`src/ugr_defines.svh`:
```
// Contract
// setup token on control endpoint zero sets status bit 8
// rising edge of vbus level sets status bit 7; code sets it only while dual_role_off is set
// software sets dual_role_off for pure host or peripheral use
// any change of dma reason value sets status bit 6
// full-speed to high-speed change sets status bit 5
// entering full-speed suspend never sets status bit 5
// suspend to resume change sets status bit 4
// active to suspend change sets status bit 3
// free running pseudo frame tick, 1 ms fs, 125 us hs, sets bit 2
// each received frame start packet sets status bit 1
// detected bus reset sets status bit 0
// read-only 32-bit ident: version high half, chip code low half
// read-only register holds frame number of last good frame start
// microframe in 13:11, frame in 10:0, zero after resets
// 16-bit scratch register, zero at power-on, kept over bus reset
// interrupt output high while any status bit is set; code counts only status bits enabled in the mask register
// status bits clear on write one; dma bit also needs reason cleared; code clears the dma bit on write one alone
`ifndef UGR_DEFINES_SVH
`define UGR_DEFINES_SVH
// ------------------------------------------------------------
// register offsets
// ------------------------------------------------------------
`define UGR_OFS_STATUS 12'h218
`define UGR_OFS_MASK 12'h21c
`define UGR_OFS_IDENT 12'h270
`define UGR_OFS_FRAME 12'h274
`define UGR_OFS_SCRATCH 12'h278
`define UGR_OFS_DUALCTL 12'h374
// ------------------------------------------------------------
// status bit positions
// ------------------------------------------------------------
`define UGR_BIT_BUSRST 0
`define UGR_BIT_SOF 1
`define UGR_BIT_PSEUDO_FRAME_TICK 2
`define UGR_BIT_SUSP 3
`define UGR_BIT_RESUME 4
`define UGR_BIT_HS 5
`define UGR_BIT_DMA 6
`define UGR_BIT_VBUS 7
`define UGR_BIT_SETUP 8
`define UGR_EV_W 9
// ------------------------------------------------------------
// fields and reset values
// ------------------------------------------------------------
`define UGR_MICRO_LSB 11
`define UGR_DUAL_BIT 0
`define UGR_STATUS_RST 9'h000
`define UGR_STATUS_BUSRST 9'h001
`define UGR_MASK_RST 9'h1ff
`define UGR_FRAME_RST 14'h0000
`define UGR_SCRATCH_RST 16'h0000
`define UGR_IDENT_DEF 32'h00a5_0c3e
// ------------------------------------------------------------
// timing
// ------------------------------------------------------------
`define UGR_CLK_PERIOD_PS 5000
`define UGR_FS_TICK_US 1000
`define UGR_HS_TICK_US 125
`define UGR_FS_TICK_CYC ((`UGR_FS_TICK_US * 1000000) / `UGR_CLK_PERIOD_PS)
`define UGR_HS_TICK_CYC ((`UGR_HS_TICK_US * 1000000) / `UGR_CLK_PERIOD_PS)
`endif

```
`src/ugr_pkg.sv`:
```
package ugr_pkg;
	typedef enum logic [1:0] {
		UGR_BUS_IDLE,
		UGR_BUS_READ,
		UGR_BUS_WRITE
	} ugr_phase_type;
	typedef logic [8:0] ugr_event_type;
endpackage

```
`src/ugr_regs.sv`:
```
// Implementation choice: the AHB-Lite interface to the registers.
`timescale 1ns/1ps
`default_nettype none
`include "ugr_defines.svh"
module ugr_regs
	import ugr_pkg::*;
#(
	parameter logic [31:0] IDENT_VALUE = `UGR_IDENT_DEF, // arbitrary value
	parameter int FS_TICK_CYC = `UGR_FS_TICK_CYC,
	parameter int HS_TICK_CYC = `UGR_HS_TICK_CYC
) (
	input wire logic ref_clk_i,
	input wire logic sys_rst_i,
	input wire logic hsel_i,
	input wire logic [31:0] haddr_i,
	input wire logic [1:0] htrans_i,
	input wire logic hwrite_i,
	input wire logic [2:0] hsize_i,
	input wire logic [31:0] hwdata_i,
	input wire logic hready_i,
	output logic hreadyout_o,
	output logic hresp_o,
	output logic [31:0] hrdata_o,
	input wire logic bus_reset_seen_i,
	input wire logic ctrl_setup_received_i,
	input wire logic vbus_level_i,
	input wire logic [15:0] dma_reason_i,
	input wire logic highspeed_i,
	input wire logic suspend_i,
	input wire logic sof_valid_i,
	input wire logic [10:0] frame_count_i,
	input wire logic [2:0] microframe_index_i,
	output logic dual_role_off_o,
	output logic irq_o
);

	// ------------------------------------------------------------
	// bus address phase capture
	// ------------------------------------------------------------
	wire logic addr_take;
	wire logic unused_bits;
	ugr_phase_type phase_r;
	ugr_phase_type phase_nxt;
	logic [11:0] addr_r;

	assign addr_take = hsel_i & htrans_i[1] & hready_i;
	assign phase_nxt = !addr_take ? UGR_BUS_IDLE : (hwrite_i ? UGR_BUS_WRITE : UGR_BUS_READ);
	assign unused_bits = ^{haddr_i[31:12], hsize_i, hwdata_i[31:16]};

	always_ff @(posedge ref_clk_i or posedge sys_rst_i) begin
		if (sys_rst_i) begin
			phase_r <= UGR_BUS_IDLE;
			addr_r <= 12'h000;
		end else begin
			phase_r <= phase_nxt;
			if (addr_take) begin
				addr_r <= haddr_i[11:0];
			end
		end
	end

	assign hreadyout_o = 1'b1;
	assign hresp_o = 1'b0;

	// ------------------------------------------------------------
	// write decode
	// ------------------------------------------------------------
	wire logic wr_act;
	wire logic wr_status;
	wire logic wr_mask;
	wire logic wr_scratch;
	wire logic wr_dual;

	assign wr_act = (phase_r == UGR_BUS_WRITE);
	assign wr_status = wr_act & (addr_r == `UGR_OFS_STATUS);
	assign wr_mask = wr_act & (addr_r == `UGR_OFS_MASK);
	assign wr_scratch = wr_act & (addr_r == `UGR_OFS_SCRATCH);
	assign wr_dual = wr_act & (addr_r == `UGR_OFS_DUALCTL);

	// ------------------------------------------------------------
	// edge history of bus side levels
	// ------------------------------------------------------------
	logic vbus_r;
	logic hs_r;
	logic susp_r;
	logic [15:0] dma_r;

	always_ff @(posedge ref_clk_i or posedge sys_rst_i) begin
		if (sys_rst_i) begin
			vbus_r <= 1'b0;
			hs_r <= 1'b0;
			susp_r <= 1'b0;
			dma_r <= 16'h0000;
		end else begin
			vbus_r <= vbus_level_i;
			hs_r <= highspeed_i;
			susp_r <= suspend_i;
			dma_r <= dma_reason_i;
		end
	end

	// ------------------------------------------------------------
	// pseudo frame tick
	// ------------------------------------------------------------
	logic [17:0] tick_cnt_r;
	logic [17:0] tick_cnt_nxt;
	wire logic [17:0] tick_last;
	wire logic tick_hit;

	assign tick_last = highspeed_i ? 18'(HS_TICK_CYC - 1) : 18'(FS_TICK_CYC - 1);
	assign tick_hit = (tick_cnt_r >= tick_last);
	assign tick_cnt_nxt = tick_hit ? 18'h00000 : tick_cnt_r + 18'h00001;

	always_ff @(posedge ref_clk_i or posedge sys_rst_i) begin
		if (sys_rst_i) begin
			tick_cnt_r <= 18'h00000;
		end else begin
			tick_cnt_r <= tick_cnt_nxt;
		end
	end

	// ------------------------------------------------------------
	// event vector
	// ------------------------------------------------------------
	logic dual_role_off_r;
	ugr_event_type ev;

	assign ev[`UGR_BIT_SETUP] = ctrl_setup_received_i;
	assign ev[`UGR_BIT_VBUS] = vbus_level_i & ~vbus_r & dual_role_off_r; // see R2
	assign ev[`UGR_BIT_DMA] = (dma_reason_i != dma_r);
	assign ev[`UGR_BIT_HS] = highspeed_i & ~hs_r & ~suspend_i; // see R5
	assign ev[`UGR_BIT_RESUME] = ~suspend_i & susp_r;
	assign ev[`UGR_BIT_SUSP] = suspend_i & ~susp_r;
	assign ev[`UGR_BIT_PSEUDO_FRAME_TICK] = tick_hit;
	assign ev[`UGR_BIT_SOF] = sof_valid_i;
	assign ev[`UGR_BIT_BUSRST] = bus_reset_seen_i;

	// ------------------------------------------------------------
	// status and mask
	// ------------------------------------------------------------
	ugr_event_type status_r;
	ugr_event_type status_nxt;
	ugr_event_type mask_r;
	wire logic [8:0] w1c;

	assign w1c = wr_status ? hwdata_i[8:0] : 9'h000;
	// set wins over a write-one clear landing in the same cycle
	assign status_nxt = bus_reset_seen_i ? (ev | `UGR_STATUS_BUSRST) : ((status_r & ~w1c) | ev);

	always_ff @(posedge ref_clk_i or posedge sys_rst_i) begin
		if (sys_rst_i) begin
			status_r <= `UGR_STATUS_RST;
			mask_r <= `UGR_MASK_RST;
			dual_role_off_r <= 1'b0;
		end else begin
			status_r <= status_nxt;
			if (wr_mask) begin
				mask_r <= hwdata_i[8:0];
			end
			if (wr_dual) begin
				dual_role_off_r <= hwdata_i[`UGR_DUAL_BIT];
			end
		end
	end

	assign irq_o = |(status_r & mask_r);
	assign dual_role_off_o = dual_role_off_r;

	// ------------------------------------------------------------
	// frame number and scratch
	// ------------------------------------------------------------
	logic [13:0] frame_r;
	logic [15:0] scratch_r;

	always_ff @(posedge ref_clk_i or posedge sys_rst_i) begin
		if (sys_rst_i) begin
			frame_r <= `UGR_FRAME_RST;
		end else if (bus_reset_seen_i) begin
			frame_r <= `UGR_FRAME_RST;
		end else if (sof_valid_i) begin
			frame_r <= {microframe_index_i, frame_count_i}; // see R13
		end
	end

	always_ff @(posedge ref_clk_i or posedge sys_rst_i) begin
		if (sys_rst_i) begin
			scratch_r <= `UGR_SCRATCH_RST;
		end else if (wr_scratch) begin
			scratch_r <= hwdata_i[15:0];
		end
	end

	// ------------------------------------------------------------
	// read mux
	// ------------------------------------------------------------
	wire logic [11:0] ra;
	wire logic rd_take;
	wire logic [31:0] rd_word;
	logic [31:0] rdata_r;

	assign ra = haddr_i[11:0];
	assign rd_take = addr_take & ~hwrite_i;
	assign rd_word = (ra == `UGR_OFS_STATUS) ? {23'h000000, status_r} :
		(ra == `UGR_OFS_MASK) ? {23'h000000, mask_r} :
		(ra == `UGR_OFS_IDENT) ? IDENT_VALUE :
		(ra == `UGR_OFS_FRAME) ? {18'h00000, frame_r} :
		(ra == `UGR_OFS_SCRATCH) ? {16'h0000, scratch_r} :
		(ra == `UGR_OFS_DUALCTL) ? {31'h00000000, dual_role_off_r} : 32'h00000000;

	always_ff @(posedge ref_clk_i or posedge sys_rst_i) begin
		if (sys_rst_i) begin
			rdata_r <= 32'h00000000;
		end else if (rd_take) begin
			rdata_r <= rd_word;
		end
	end

	assign hrdata_o = rdata_r;
endmodule
`default_nettype wire

```
`config.mk`:
```
export PLATFORM = sky130hd
export DESIGN_NAME = ugr_regs
export DESIGN_NICKNAME = d
export VERILOG_FILES = /design/src/ugr_pkg.sv /design/src/ugr_regs.sv
export VERILOG_INCLUDE_DIRS = /design/src /design/src/src
export SDC_FILE = /design/constraint.sdc
export NUM_CORES = 1
export LEC_CHECK = 0
export BUFFER_PORTS_ARGS = -buffer_cell sky130_fd_sc_hd__buf_4
export CORE_MARGIN = 3
export CORE_UTILIZATION = 57
export CTS_CLUSTER_SIZE = 20
export DETAILED_ROUTE_END_ITERATION = 7
export PLACE_DENSITY = 0.85
export REMOVE_ABC_BUFFERS = 1
export SLEW_MARGIN = 20
export SYNTH_ARGS = -nofsm -noshare
export SYNTH_HDL_FRONTEND = slang
export SYNTH_SLANG_ARGS = --single-unit
export TNS_END_PERCENT = 10
```
`constraint.sdc`:
```
create_clock -name ref_clk_i -period 10.5 [get_ports ref_clk_i]
set_input_delay 1.575 -clock ref_clk_i [delete_from_list [all_inputs] [get_ports ref_clk_i]]
set_output_delay 1.575 -clock ref_clk_i [all_outputs]
set_load 0.05 [all_outputs]
```
-- After elaboration in Yosys (flattened, before gate mapping)
Cells that the tools add are included.
- register bits after elaboration: 132
- output and inout port bits: 36
- logic and storage cells: 65
- $add $sub $neg: 1
- order comparisons: 1
- eq/ne operators: 12
- mux-type cells: 14
- bitwise gates (word level): 22
- reductions and logical operators: 2
- operators with widths (cell ; number):
    12-bit by 10-bit equality test with 1-bit output, second input constant ; 10
    24-bit 2-to-1 mux ; 3
    18-bit 2-to-1 mux ; 2
    16-bit 2-to-1 mux ; 2
    14-bit 2-to-1 mux ; 2
    18-bit by 1-bit adder with 18-bit output, second input constant ; 1
    9-bit bitwise AND ; 2
    18-bit >= comparator ; 1
    9-bit 2-to-1 mux ; 2
    16-bit inequality test ; 1
    1-bit bitwise AND ; 13
    9-bit inverter ; 1
    9-bit OR ; 1
    9-bit OR reduction ; 1
    1-bit inverter ; 5
    2-bit 2-to-1 mux ; 2
    2-bit equality test, second input constant ; 1
    2-bit nonzero test ; 1
    1-bit 2-to-1 mux ; 1

-- Logic depth before layout (Yosys ltp)
Gate-level depths: netlist (run 1).
- depth after elaboration: 7
- mapped depth: 7
- gate-level depth less buffers: 6

-- Least setup slack after synthesis (run 1)
OpenSTA, ideal clock, no wires.
- path kind: in2reg
- from: input port haddr_i[11]
- to: register rdata_r[0] (netlist: hrdata_o[0])
- library setup time: 69 ps
- arrival: 3133 ps
- required time: 10431 ps
- path slack: 7297 ps
- stages on the path: 5
- cells stage by stage: or4_4 or3_1 buf_6 or4_1 nand3_1
- cells in the longest elaborated chain, start to end: 7
- ends and longest elaborated chain (item ; RTL line ; source):
    from (decl) ; ugr_regs.sv:15 ; input wire logic [31:0] haddr_i,
    12-bit by 10-bit equality test with 1-bit output (no line) ; - ;
    1-bit 2-to-1 mux ; ugr_regs.sv:208 ; (ra == `UGR_OFS_DUALCTL) ? {31'h00000000, dual_role_off_r} : 32'h00000000;
    16-bit 2-to-1 mux ; ugr_regs.sv:207 ; (ra == `UGR_OFS_SCRATCH) ? {16'h0000, scratch_r} :
    16-bit 2-to-1 mux ; ugr_regs.sv:206 ; (ra == `UGR_OFS_FRAME) ? {18'h00000, frame_r} :
    24-bit 2-to-1 mux ; ugr_regs.sv:205 ; (ra == `UGR_OFS_IDENT) ? IDENT_VALUE :
    24-bit 2-to-1 mux ; ugr_regs.sv:204 ; (ra == `UGR_OFS_MASK) ? {23'h000000, mask_r} :
    24-bit 2-to-1 mux (*) ; ugr_regs.sv:203 ; assign rd_word = (ra == `UGR_OFS_STATUS) ? {23'h000000, status_r} :
    to (signal assigned) ; ugr_regs.sv:214 ; rdata_r <= rd_word;
    to (decl) ; ugr_regs.sv:199 ; logic [31:0] rdata_r;
Every way passes the cells marked *; elsewhere a longest branch is shown, timed or not.
A chain may end at the register's enable or synchronous reset.

-- Worst setup path in the final report (run 1)
- from: register status_r[3]
- to: output port irq_o
- cells in the longest elaborated chain, start to end: 2
- ends and longest elaborated chain (item ; RTL line ; source):
    from (decl) ; ugr_regs.sv:141 ; ugr_event_type status_r;
    from (signal assigned) ; ugr_regs.sv:152 ; status_r <= `UGR_STATUS_RST;
    from (signal assigned) ; ugr_regs.sv:156 ; status_r <= status_nxt;
    9-bit bitwise AND ; ugr_regs.sv:166 ; assign irq_o = |(status_r & mask_r);
    9-bit OR reduction ; ugr_regs.sv:166 ;
    to (decl) ; ugr_regs.sv:34 ; output logic irq_o
Every way passes these cells.

==> results of run 1 <==
[synthesized netlist by cell type, drive strengths merged (12+ instances only)]
library cell    n  area, um2
nand3          29        145
nor3           21        110
nor2           20       75.1
o21ai          12       60.1
nand2          24       90.1
mux2i          20        200
xor2           19        166
buf            21        153
inv            15       56.3
dfrtp         108       2700
clkbuf         17       63.8
mux2           36        405
[registers in the layout, indices dropped and copies added (netlist names)]
| register | count |
|---|---|
| scratch_r | 16 |
| mask_r | 9 |
| susp_r | 1 |
| status_r | 9 |
| addr_r | 12 |
| hrdata_o | 17 |
| hs_r | 1 |
| tick_cnt_r | 18 |
| frame_r | 14 |
| phase_r | 2 |
| dual_role_off_o | 1 |
| dma_r | 16 |
| vbus_r | 1 |
[cells by family after synthesis]
kind of cell    count (synthesis)  share of synthesized area
simple gates                  157                      0.160
flops                         117                      0.524
compound gates                 69                     0.0906
mux                            56                      0.108
buf+inv                        54                     0.0493
xor+xnor                       28                     0.0437
fa+ha+maj                      10                     0.0223
other cells                     2                    0.00134
[how the worst min path moves through the flow]
stage | start | end | slack (ns) | cells after the start
floorplan | tick_cnt_r[0] | tick_cnt_r[0] | 0.44 | 1
global placement | hrdata_o[11] | hrdata_o[11] | 0.45 | 2
detailed placement | hrdata_o[10] | hrdata_o[10] | 0.47 | 2
CTS | tick_cnt_r[0] | tick_cnt_r[0] | 0.48 | 1
global route | tick_cnt_r[0] | tick_cnt_r[0] | 0.52 | 1
finish | tick_cnt_r[0] | tick_cnt_r[0] | 0.48 | 1
[final cells by class]
cell class	instances	area [um2]	share of cell area
Multi-Input combinational cell	334	2450	0.354
Tap cell	129	161	0.0233
Sequential cell	117	2940	0.425
Inverter	16	62.6	0.00904
Clock buffer	20	445	0.0643
Timing Repair Buffer	95	713	0.103
Clock inverter	12	154	0.0222
[routing by layer]
layer  part of all wire  up-vias  global-route usage  wire (um)
met5                  0        -                   0          0
met4             0.0090        0              0.0928        119
met3              0.059       12              0.0568        775
met2               0.52      160               0.433       6930
met1               0.41     2136               0.315       5380
li1                   -     1943                   -          -
[where the power goes]
group | internal (W) | switching [W] | leakage (nW)
clock network | 0.000373 | 0.000200 | 0.287
logic | 0.0000825 | 0.000113 | 1.42
registers | 0.000497 | 0.0000426 | 1.43
total | 0.000953 | 0.000356 | 3.14
[stage by stage]
step	cells	utilization	hold WS [ns]	setup WS, ns	area [um2]
6_report	723	0.735	0.479	7.15	6920
5_1_grt	723	0.735	0.516	7.08	6920
4_1_cts	723	0.735	0.484	7.10	6920
3_5_place_dp	691	0.672	0.468	7.01	6320
3_3_place_gp	691	0.670	0.453	6.78	6310
2_1_floorplan	467	-	0.444	5.84	5440
==> run_results.csv, run 1 <==
group,metric,value,unit
clock_tree,clkLatencyLatePin,0.51,ns
flow_run,maxCapViolations,0,
timing,min_period,3.35,ns
drt,wl_per_cell,18.3,um
drt,drt_iter0_markers,226,
timing,final-hold-violation-count,0,
timing,setup_violations,0,
floorplanning,io_pins,146,
worst_setup_path,crit_chain,"a22o_1 > a221oi_1 > nand3_1 > buf_4",
timing,max_slew.worst_pin.slew,0.953,ns
worst_setup_path,r2r-start,"addr_r[7]",
place,port_buffers,91,
floorplanning,initial_core_util,0.595,
run_status,outcome,"finished clean",
clock_tree,clkSinkCount,117,
drt,wl,13.2,mm
yosys,ys.flop_type,"dfrtp_1",
power_and_ir_drop,ir_drop,0.122,mV
grt,grt_remaining_overflow,0,
worst_setup_path,critPathTopFamily,"compound AO/OA/AOI/OAI gates",
yosys,ys_ff_latch,117,
worst_setup_path,cp.required,8.93,ns
power_and_ir_drop,power,0.00131,W
hold_path,hold_class,"reg -> reg",
grt,groute.usage.overall,0.253,
finish,area_growth_syn_to_layout,23.5,%
clock_tree,post_cts_resized,0,
yosys,synthArstFlopShare,1.00,
worst_setup_path,startpoint,"status_r[3]",
finish,n_antenna_cell,0,
place,dp_hpwl,9.23,mm
grt,grt_pass1_vias,4444,
yosys,syn_avg_cell_area,11.4,um2
grt,grt_max_degree,71,
clock_tree,cts_tree,"yes",
worst_setup_path,slowest_stage,"dfrtp_1",
worst_setup_path,path_max_fanout,3,
worst_setup_path,cp-start-kind,"register",
worst_setup_path,path_class,"reg -> out",
yosys,synth_edf_count,0,
timing,slew_viol_final,0,
floorplanning,die-area,11100,um2
clock_tree,cts_htree_levels,4,
yosys,yosys_warnings,0,
timing,rsz0062_at_grt,"false",
worst_setup_path,cp_num_cells,4,
worst_setup_path,crit_arrival,1.77,ns
worst_setup_path,cp_slowest_stage_delay,0.39,ns
finish,layout_common_cells,"dfrtp_1, buf_4, mux2_2",
place,place.gp.congestion,0.860,
clock_tree,cts_setup_buffers,0,
worst_setup_path,crit_buf_inv,1,
timing,slew_headroom,0.363,
drt,vias,4251,
yosys,netlist_area,5610,um2
timing,fmax,299,MHz
worst_setup_path,end_kind,"primary output",
clock_tree,clockBufferDepth,2,
clock_tree,hold_buffers,0,
floorplanning,core_area,9420,um2
yosys,ys_seq_area_frac,0.524,
finish,final_common_cell,"dfrtp_1",
timing,skew,0.0110,ns
power_and_ir_drop,power.leakage,3.14,nW
floorplanning,die_height,105,um
worst_setup_path,crit_end,"irq_o",
finish,drive_above_1_share,0.311,
worst_setup_path,worst_r2r_endpoint,"scratch_r[2]",
yosys,ys_types,63,
finish,nFillCells,616,
worst_setup_path,r2r_cells,4,
clock_tree,cts_buffers,17,
worst_setup_path,rrSetupSlack,7.94,ns
power_and_ir_drop,power-per-cell-area,189,nW/um2
timing,tns,0,ns
grt,grt_pass1_wl,22.2,mm
finish,finalNetCount,701,
drt,drcViolationCount,0,
clock_tree,root_buffer,"clkbuf_8",
grt,antenna_found_initial,0,
floorplanning,rows,35,
yosys,netlist_instances,493,
floorplanning,die_w,105,um
drt,via_per_inst,5.88,
clock_tree,path_clk_slew,0.06,ns
drt,first_pass_iters,5,
timing,finalCritPeriodShare,0.319,
drt,ant_nets,0,
Power figures use the tool's default switching activity.
==> inputs of run 2 (changes only) <==
--- a/config.mk
+++ b/config.mk
@@ -8,10 +8,10 @@
 export LEC_CHECK = 0
 export BUFFER_PORTS_ARGS = -buffer_cell sky130_fd_sc_hd__buf_4
 export CORE_MARGIN = 3
-export CORE_UTILIZATION = 57
+export CORE_UTILIZATION = 53
 export CTS_CLUSTER_SIZE = 20
 export DETAILED_ROUTE_END_ITERATION = 7
-export PLACE_DENSITY = 0.85
+export PLACE_DENSITY = 0.8
 export REMOVE_ABC_BUFFERS = 1
 export SLEW_MARGIN = 20
 export SYNTH_ARGS = -nofsm -noshare
==> constraint.sdc (replaced) <==
create_clock -name ref_clk_i -period 3.1 [get_ports ref_clk_i]
set_input_delay 0.465 -clock ref_clk_i [delete_from_list [all_inputs] [get_ports ref_clk_i]]
set_output_delay 0.465 -clock ref_clk_i [all_outputs]
set_load 0.05 [all_outputs]
==> run 2 against run 1 <==
Net effect:
- the run now ends with negative hold slack left
- clock skew fell by 0.0055 ns
- sequential power rose to 3.4 times the previous value
- sequential share of layout area fell by 0.17 points
- global-route usage fell by 1.8 points
- clock power rose to 3.3 times the previous value
- clock-buffer cell count did not move
- non-clock buffer count rose by 5
- register-to-register slack got worse by 7.1 ns
- worst setup slack got worse by 6.3 ns
- final area rose by 0.40%
- utilization fell by 4.3 points
- first-iteration DRC count rose by 32%
- highest routed layer unchanged
==> run_results.csv, run 2 (same netlist as run 1, synthesis figures left out) <==
group,metric,value,unit
worst_setup_path,crit_top_cell,"and3_1",
drt,wl_per_cell,18.0,um
drt,vias,4302,
drt,via_per_inst,5.88,
floorplanning,die-area,11800,um2
power_and_ir_drop,ir_drop,0.537,mV
timing,final.setup.worst_slack,0.871,ns
timing,finalCritPeriodShare,0.719,
timing,setup_violations,0,
finish,final_common_cell,"dfrtp_1",
worst_setup_path,path_class,"reg -> reg",
grt,groute.usage.overall,0.235,
finish,layout_common_cells,"dfrtp_1, buf_4, mux2_2",
finish,ff_latch_area,2940,um2
clock_tree,hold_buffers,0,
run_status,violations,"negative hold slack",
worst_setup_path,slowest_stage,"and3_1",
place,dp_cells,700,
grt,grt_pass1_wl,21.5,mm
finish,stdcell_count,732,
place,pre_cts_ws,0.680,ns
clock_tree,cts_tree,"yes",
timing,final-hold-violation-count,1,
timing,slew_headroom,0.560,
power_and_ir_drop,power.leakage,3.15,nW
worst_setup_path,cp_slowest_stage_delay,0.55,ns
floorplanning,rows,36,
place,place_area,6370,um2
place,place.gp.congestion,0.837,
worst_setup_path,crit_chain,"nor4b_1 > and3_1 > and3_1 > mux2_2",
worst_setup_path,path_max_fanout,10,
clock_tree,path_clk_slew,0.06,ns
floorplanning,io_pins,146,
finish,multiInputGateArea,2440,um2
place,dp_hpwl,9.12,mm
run_status,outcome,"complete, but fails checks",
timing,skew,0.00554,ns
grt,antenna_found_initial,0,
worst_setup_path,cp-start-kind,"register",
clock_tree,cts_buffers,17,
worst_setup_path,end_kind,"register",
worst_setup_path,startpoint,"addr_r[5]",
grt,grt_remaining_overflow,0,
finish,finalNetCount,706,
finish,area_growth_syn_to_layout,24.0,%
drt,drcViolationCount,0,
timing,fmax,449,MHz
drt,first_pass_iters,5,
clock_tree,root_buffer,"clkbuf_8",
grt,grt_max_degree,77,
clock_tree,cts_setup_buffers,0,
worst_setup_path,rrSetupSlack,0.87,ns
finish,nFillCells,728,
finish,drive_above_1_share,0.319,
drt,ant_nets,0,
floorplanning,core_area,10000,um2
worst_setup_path,crit_end,"mask_r[4]",
drt,drt_iter0_markers,299,
finish,postLayoutCellArea,6950,um2
timing,rsz0062_at_grt,"false",
timing,slew_viol_final,0,
worst_setup_path,crit_arrival,2.67,ns
finish,top_register,"tick_cnt_r",
hold_path,hold_class,"in -> async",
finish,largest_reg_flops,18,
worst_setup_path,cp.required,3.54,ns
clock_tree,cts_htree_levels,4,
clock_tree,clkLatencyLatePin,0.51,ns
drt,wl,13.2,mm
floorplanning,die_w,109,um
finish,n_antenna_cell,0,
finish,postLayoutCoreUtil,0.692,
floorplanning,die_height,109,um
clock_tree,clkSinkCount,117,
worst_setup_path,r2r-start,"addr_r[5]",
timing,hold_ws,-0.00136,ns
grt,grt_pass1_vias,4426,
floorplanning,initial_core_util,0.558,
timing,tns,0,ns
clock_tree,post_cts_resized,0,
power_and_ir_drop,power-per-cell-area,630,nW/um2
flow_run,maxCapViolations,0,
worst_setup_path,r2r_cells,4,
worst_setup_path,worst_r2r_endpoint,"mask_r[4]",
clock_tree,clockBufferDepth,2,
place,port_buffers,91,
timing,min_period,2.23,ns
timing,max_slew.worst_pin.slew,0.656,ns
## run 2: worst min path at each step
stage | end | cells after the start | from
after floorplan | tick_cnt_r[0] | 1 | tick_cnt_r[0]
after global placement | hrdata_o[10] | 2 | hrdata_o[10]
after detailed placement | hrdata_o[10] | 2 | hrdata_o[10]
after CTS | tick_cnt_r[1] | 2 | sys_rst_i
after global routing | tick_cnt_r[3] | 2 | sys_rst_i
final | tick_cnt_r[3] | 2 | sys_rst_i
## run 2: cell type report
cell class,count,share of cell area
clock buffers,20,0.0655
clock inverters,12,0.0184
inverters,16,0.00900
multi-input cells,334,0.350
flip-flops and latches,117,0.423
well taps,133,0.0239
repair buffers,100,0.110
## run 2: through the flow
step	power, W	hold WS, ns
global route	0.00456	0.0343
finish	0.00438	-0.00136
floorplan	0.00225	0.444
global placement	0.00247	0.453
CTS	0.00440	0.00343
detailed placement	0.00250	0.463
## run 2: where the power goes
group / internal (W) / switching, W / leakage, nW / total [W]
clock: 0.00120 / 0.000691 / 0.279 / 0.00189
sequential: 0.00168 / 0.000144 / 1.43 / 0.00183
combinational: 0.000282 / 0.000375 / 1.44 / 0.000656
total: 0.00317 / 0.00121 / 3.15 / 0.00438
## run 2: layer usage
metal	track usage	vias to the layer above	share of wire
met5	0	-	0
met4	0.0748	0	0.017
met3	0.0681	21	0.075
met2	0.395	195	0.49
met1	0.294	2130	0.42
li1	-	1956	-
## run 2: worst max-delay path, delay by kind of cell (launching register included)
kind	cells	cell delay [ns]
AND/OR/NAND/NOR	3	1.35
flip-flops	1	0.39
multiplexers	1	0.40
==> inputs of run 3 (changes only) <==
--- a/config.mk
+++ b/config.mk
@@ -8,10 +8,10 @@
 export LEC_CHECK = 0
 export BUFFER_PORTS_ARGS = -buffer_cell sky130_fd_sc_hd__buf_4
 export CORE_MARGIN = 3
-export CORE_UTILIZATION = 53
+export CORE_UTILIZATION = 48
 export CTS_CLUSTER_SIZE = 20
 export DETAILED_ROUTE_END_ITERATION = 7
-export PLACE_DENSITY = 0.8
+export PLACE_DENSITY = 0.76
 export REMOVE_ABC_BUFFERS = 1
 export SLEW_MARGIN = 20
 export SYNTH_ARGS = -nofsm -noshare
==> constraint.sdc (replaced) <==
create_clock -name ref_clk_i -period 1.9 [get_ports ref_clk_i]
set_input_delay 0.285 -clock ref_clk_i [delete_from_list [all_inputs] [get_ports ref_clk_i]]
set_output_delay 0.285 -clock ref_clk_i [all_outputs]
set_load 0.05 [all_outputs]
==> run 3 against run 2 <==
Net effect:
- the run now ends clean
- final area up 7.6%
- clock power up 77%
- clock-buffer cell count up 2
- first-iteration DRC count down 15%
- largest power group unchanged
==> run_results.csv, run 3 (same netlist as run 1, synthesis figures left out) <==
group,metric,value,unit
run_status,outcome,"finished clean",
floorplanning,core_area,11100,um2
power_and_ir_drop,ir_drop,0.758,mV
clock_tree,path_clk_slew,0.05,ns
finish,layout_common_cells,"buf_4, dfrtp_1, mux2_2",
clock_tree,cts_tree,"yes",
drt,wl,13.9,mm
hold_path,hold_class,"in -> reg",
worst_setup_path,cp_slowest_stage_delay,0.42,ns
finish,area_growth_syn_to_layout,33.4,%
worst_setup_path,path_class,"reg -> reg",
floorplanning,rows,38,
timing,rsz0062_at_grt,"true",
finish,final_common_cell,"buf_4",
grt,grt_pass1_vias,4598,
place,dp_hpwl,9.77,mm
timing,max_slew.worst_pin.slew,0.617,ns
finish,largest_reg_flops,18,
floorplanning,die_height,114,um
place,port_buffers,91,
floorplanning,die-area,13000,um2
finish,drive_above_1_share,0.353,
drt,vias,4464,
timing,slew_headroom,0.587,
timing,fmax,526,MHz
power_and_ir_drop,power.leakage,3.43,nW
finish,n_antenna_cell,0,
timing,setup_violations,0,
finish,nFillCells,833,
power_and_ir_drop,power,0.00759,W
drt,via_per_inst,5.70,
grt,grt_remaining_overflow,0,
place,place.gp.congestion,0.859,
worst_setup_path,slowest_stage,"dfrtp_1",
worst_setup_path,cp.required,2.20,ns
drt,ant_nets,0,
place,pre_cts_ws,-0.123,ns
timing,final.setup.worst_slack,0.000591,ns
clock_tree,cts_htree_levels,4,
timing,skew,0.0108,ns
grt,groute.usage.overall,0.219,
timing,slew_viol_final,0,
drt,drcViolationCount,0,
clock_tree,root_buffer,"clkbuf_16",
grt,grt_max_degree,40,
clock_tree,clockBufferDepth,2,
drt,drt_iter0_markers,253,
floorplanning,io_pins,146,
drt,first_pass_iters,5,
clock_tree,clkLatencyLatePin,0.41,ns
timing,finalCritPeriodShare,1.00,
worst_setup_path,cp-start-kind,"register",
worst_setup_path,crit_chain,"ha_1 > a211o_1 > a21oi_1 > o211ai_1 > buf_4 > nor3_1",
grt,antenna_found_initial,0,
power_and_ir_drop,power-per-cell-area,1010,nW/um2
floorplanning,initial_core_util,0.504,
worst_setup_path,crit_arrival,2.20,ns
finish,finalNetCount,750,
worst_setup_path,end_kind,"register",
flow_run,maxCapViolations,0,
clock_tree,cts_buffers,17,
timing,final-hold-violation-count,0,
drt,wl_per_cell,17.8,um
clock_tree,clkSinkCount,117,
floorplanning,die_w,114,um
grt,grt_pass1_wl,22.4,mm
timing,min_period,1.90,ns
finish,top_register,"tick_cnt_r",
worst_setup_path,path_max_fanout,8,
-- run 3: cell types whose count changed in the layout (fill, tap and decap cells not counted), moves of 2 or more --
cell / change
clkinvlp_4: -3
a211oi_1: -2
nor3_1: -4
nor3_2: +4
bufinv_16: +2
clkbuf_8: -2
dlygate4sd3_1: +18
buf_4: +23
buf_12: +2
clkbuf_1: +3
a211oi_2: +2
-- run 3: area by class of cell --
type / instances / area [um2] / share of cell area
multi-input combinational: 334 / 2510 / 0.336
clock inverter: 10 / 153 / 0.0204
sequential: 117 / 2940 / 0.393
timing repair buffer: 144 / 1170 / 0.156
clock buffer: 22 / 464 / 0.0621
inverter: 16 / 62.6 / 0.00837
tap: 140 / 175 / 0.0234
-- run 3: stage by stage --
stage               utilization  instances  area, um2  hold slack (ns)  setup TNS, ns
floorplan                     -        467       5440            0.316        -169.77
global placement          0.592        732       6590            0.364         -0.517
detailed placement        0.592        732       6590            0.375         -0.962
CTS                       0.666        782       7400           0.0116        -0.0129
global route              0.672        783       7480          0.00780         -0.229
finish                    0.672        783       7480           0.0267              0
-- run 3: worst paths after layout --
path	start	end	depth (start not counted)	slack (ns)
max	tick_cnt_r[11]	tick_cnt_r[8]	6	0.0006
min	suspend_i	susp_r	1	0.03
max reg2reg	tick_cnt_r[11]	tick_cnt_r[8]	6	0.0006
min reg2reg	hrdata_o[11]	hrdata_o[11]	2	0.47
max in group asynchronous	sys_rst_i	mask_r[8]	4	0.76
min in group asynchronous	sys_rst_i	tick_cnt_r[0]	3	0.51
-- run 3: timing repair --
| action | 4_1_cts | 5_1_grt |
|---|---|---|
| hold buffers | 18 | 0 |
| gates cloned | 0 | 0 |
| setup endpoints to repair | 3 | 17 |
| gates resized for setup | 4 | 12 |
| buffers inserted | 0 | 1 |
| pin swaps | 1 | 4 |
| endpoints found under the hold margin | 46 | 0 |
-- run 3: critical path: cells and delay by family, from the launching register on --
kind,cells,cell delay [ns]
AND/OR/NAND/NOR,1,0.24
buffers and inverters,1,0.24
AO/OA/AOI/OAI,3,0.59
adder cells (fa/ha/maj),1,0.31
flip-flops,1,0.42
-- run 3: per-layer routing --
layer	part of all wire	global-route usage	wire [um]	vias up
met5	0	0	0	-
met1	0.41	0.273	5770	2245
met4	0.0094	0.0570	131	0
met3	0.068	0.0692	949	10
li1	-	-	-	2047
met2	0.51	0.370	7090	162
-- run 3: report_power, final --
part / leakage, nW / internal, W / switching, W / total [W]
combinational: 1.70 / 0.000591 / 0.000693 / 0.00128
sequential: 1.43 / 0.00275 / 0.000219 / 0.00297
clock: 0.304 / 0.00225 / 0.00109 / 0.00334
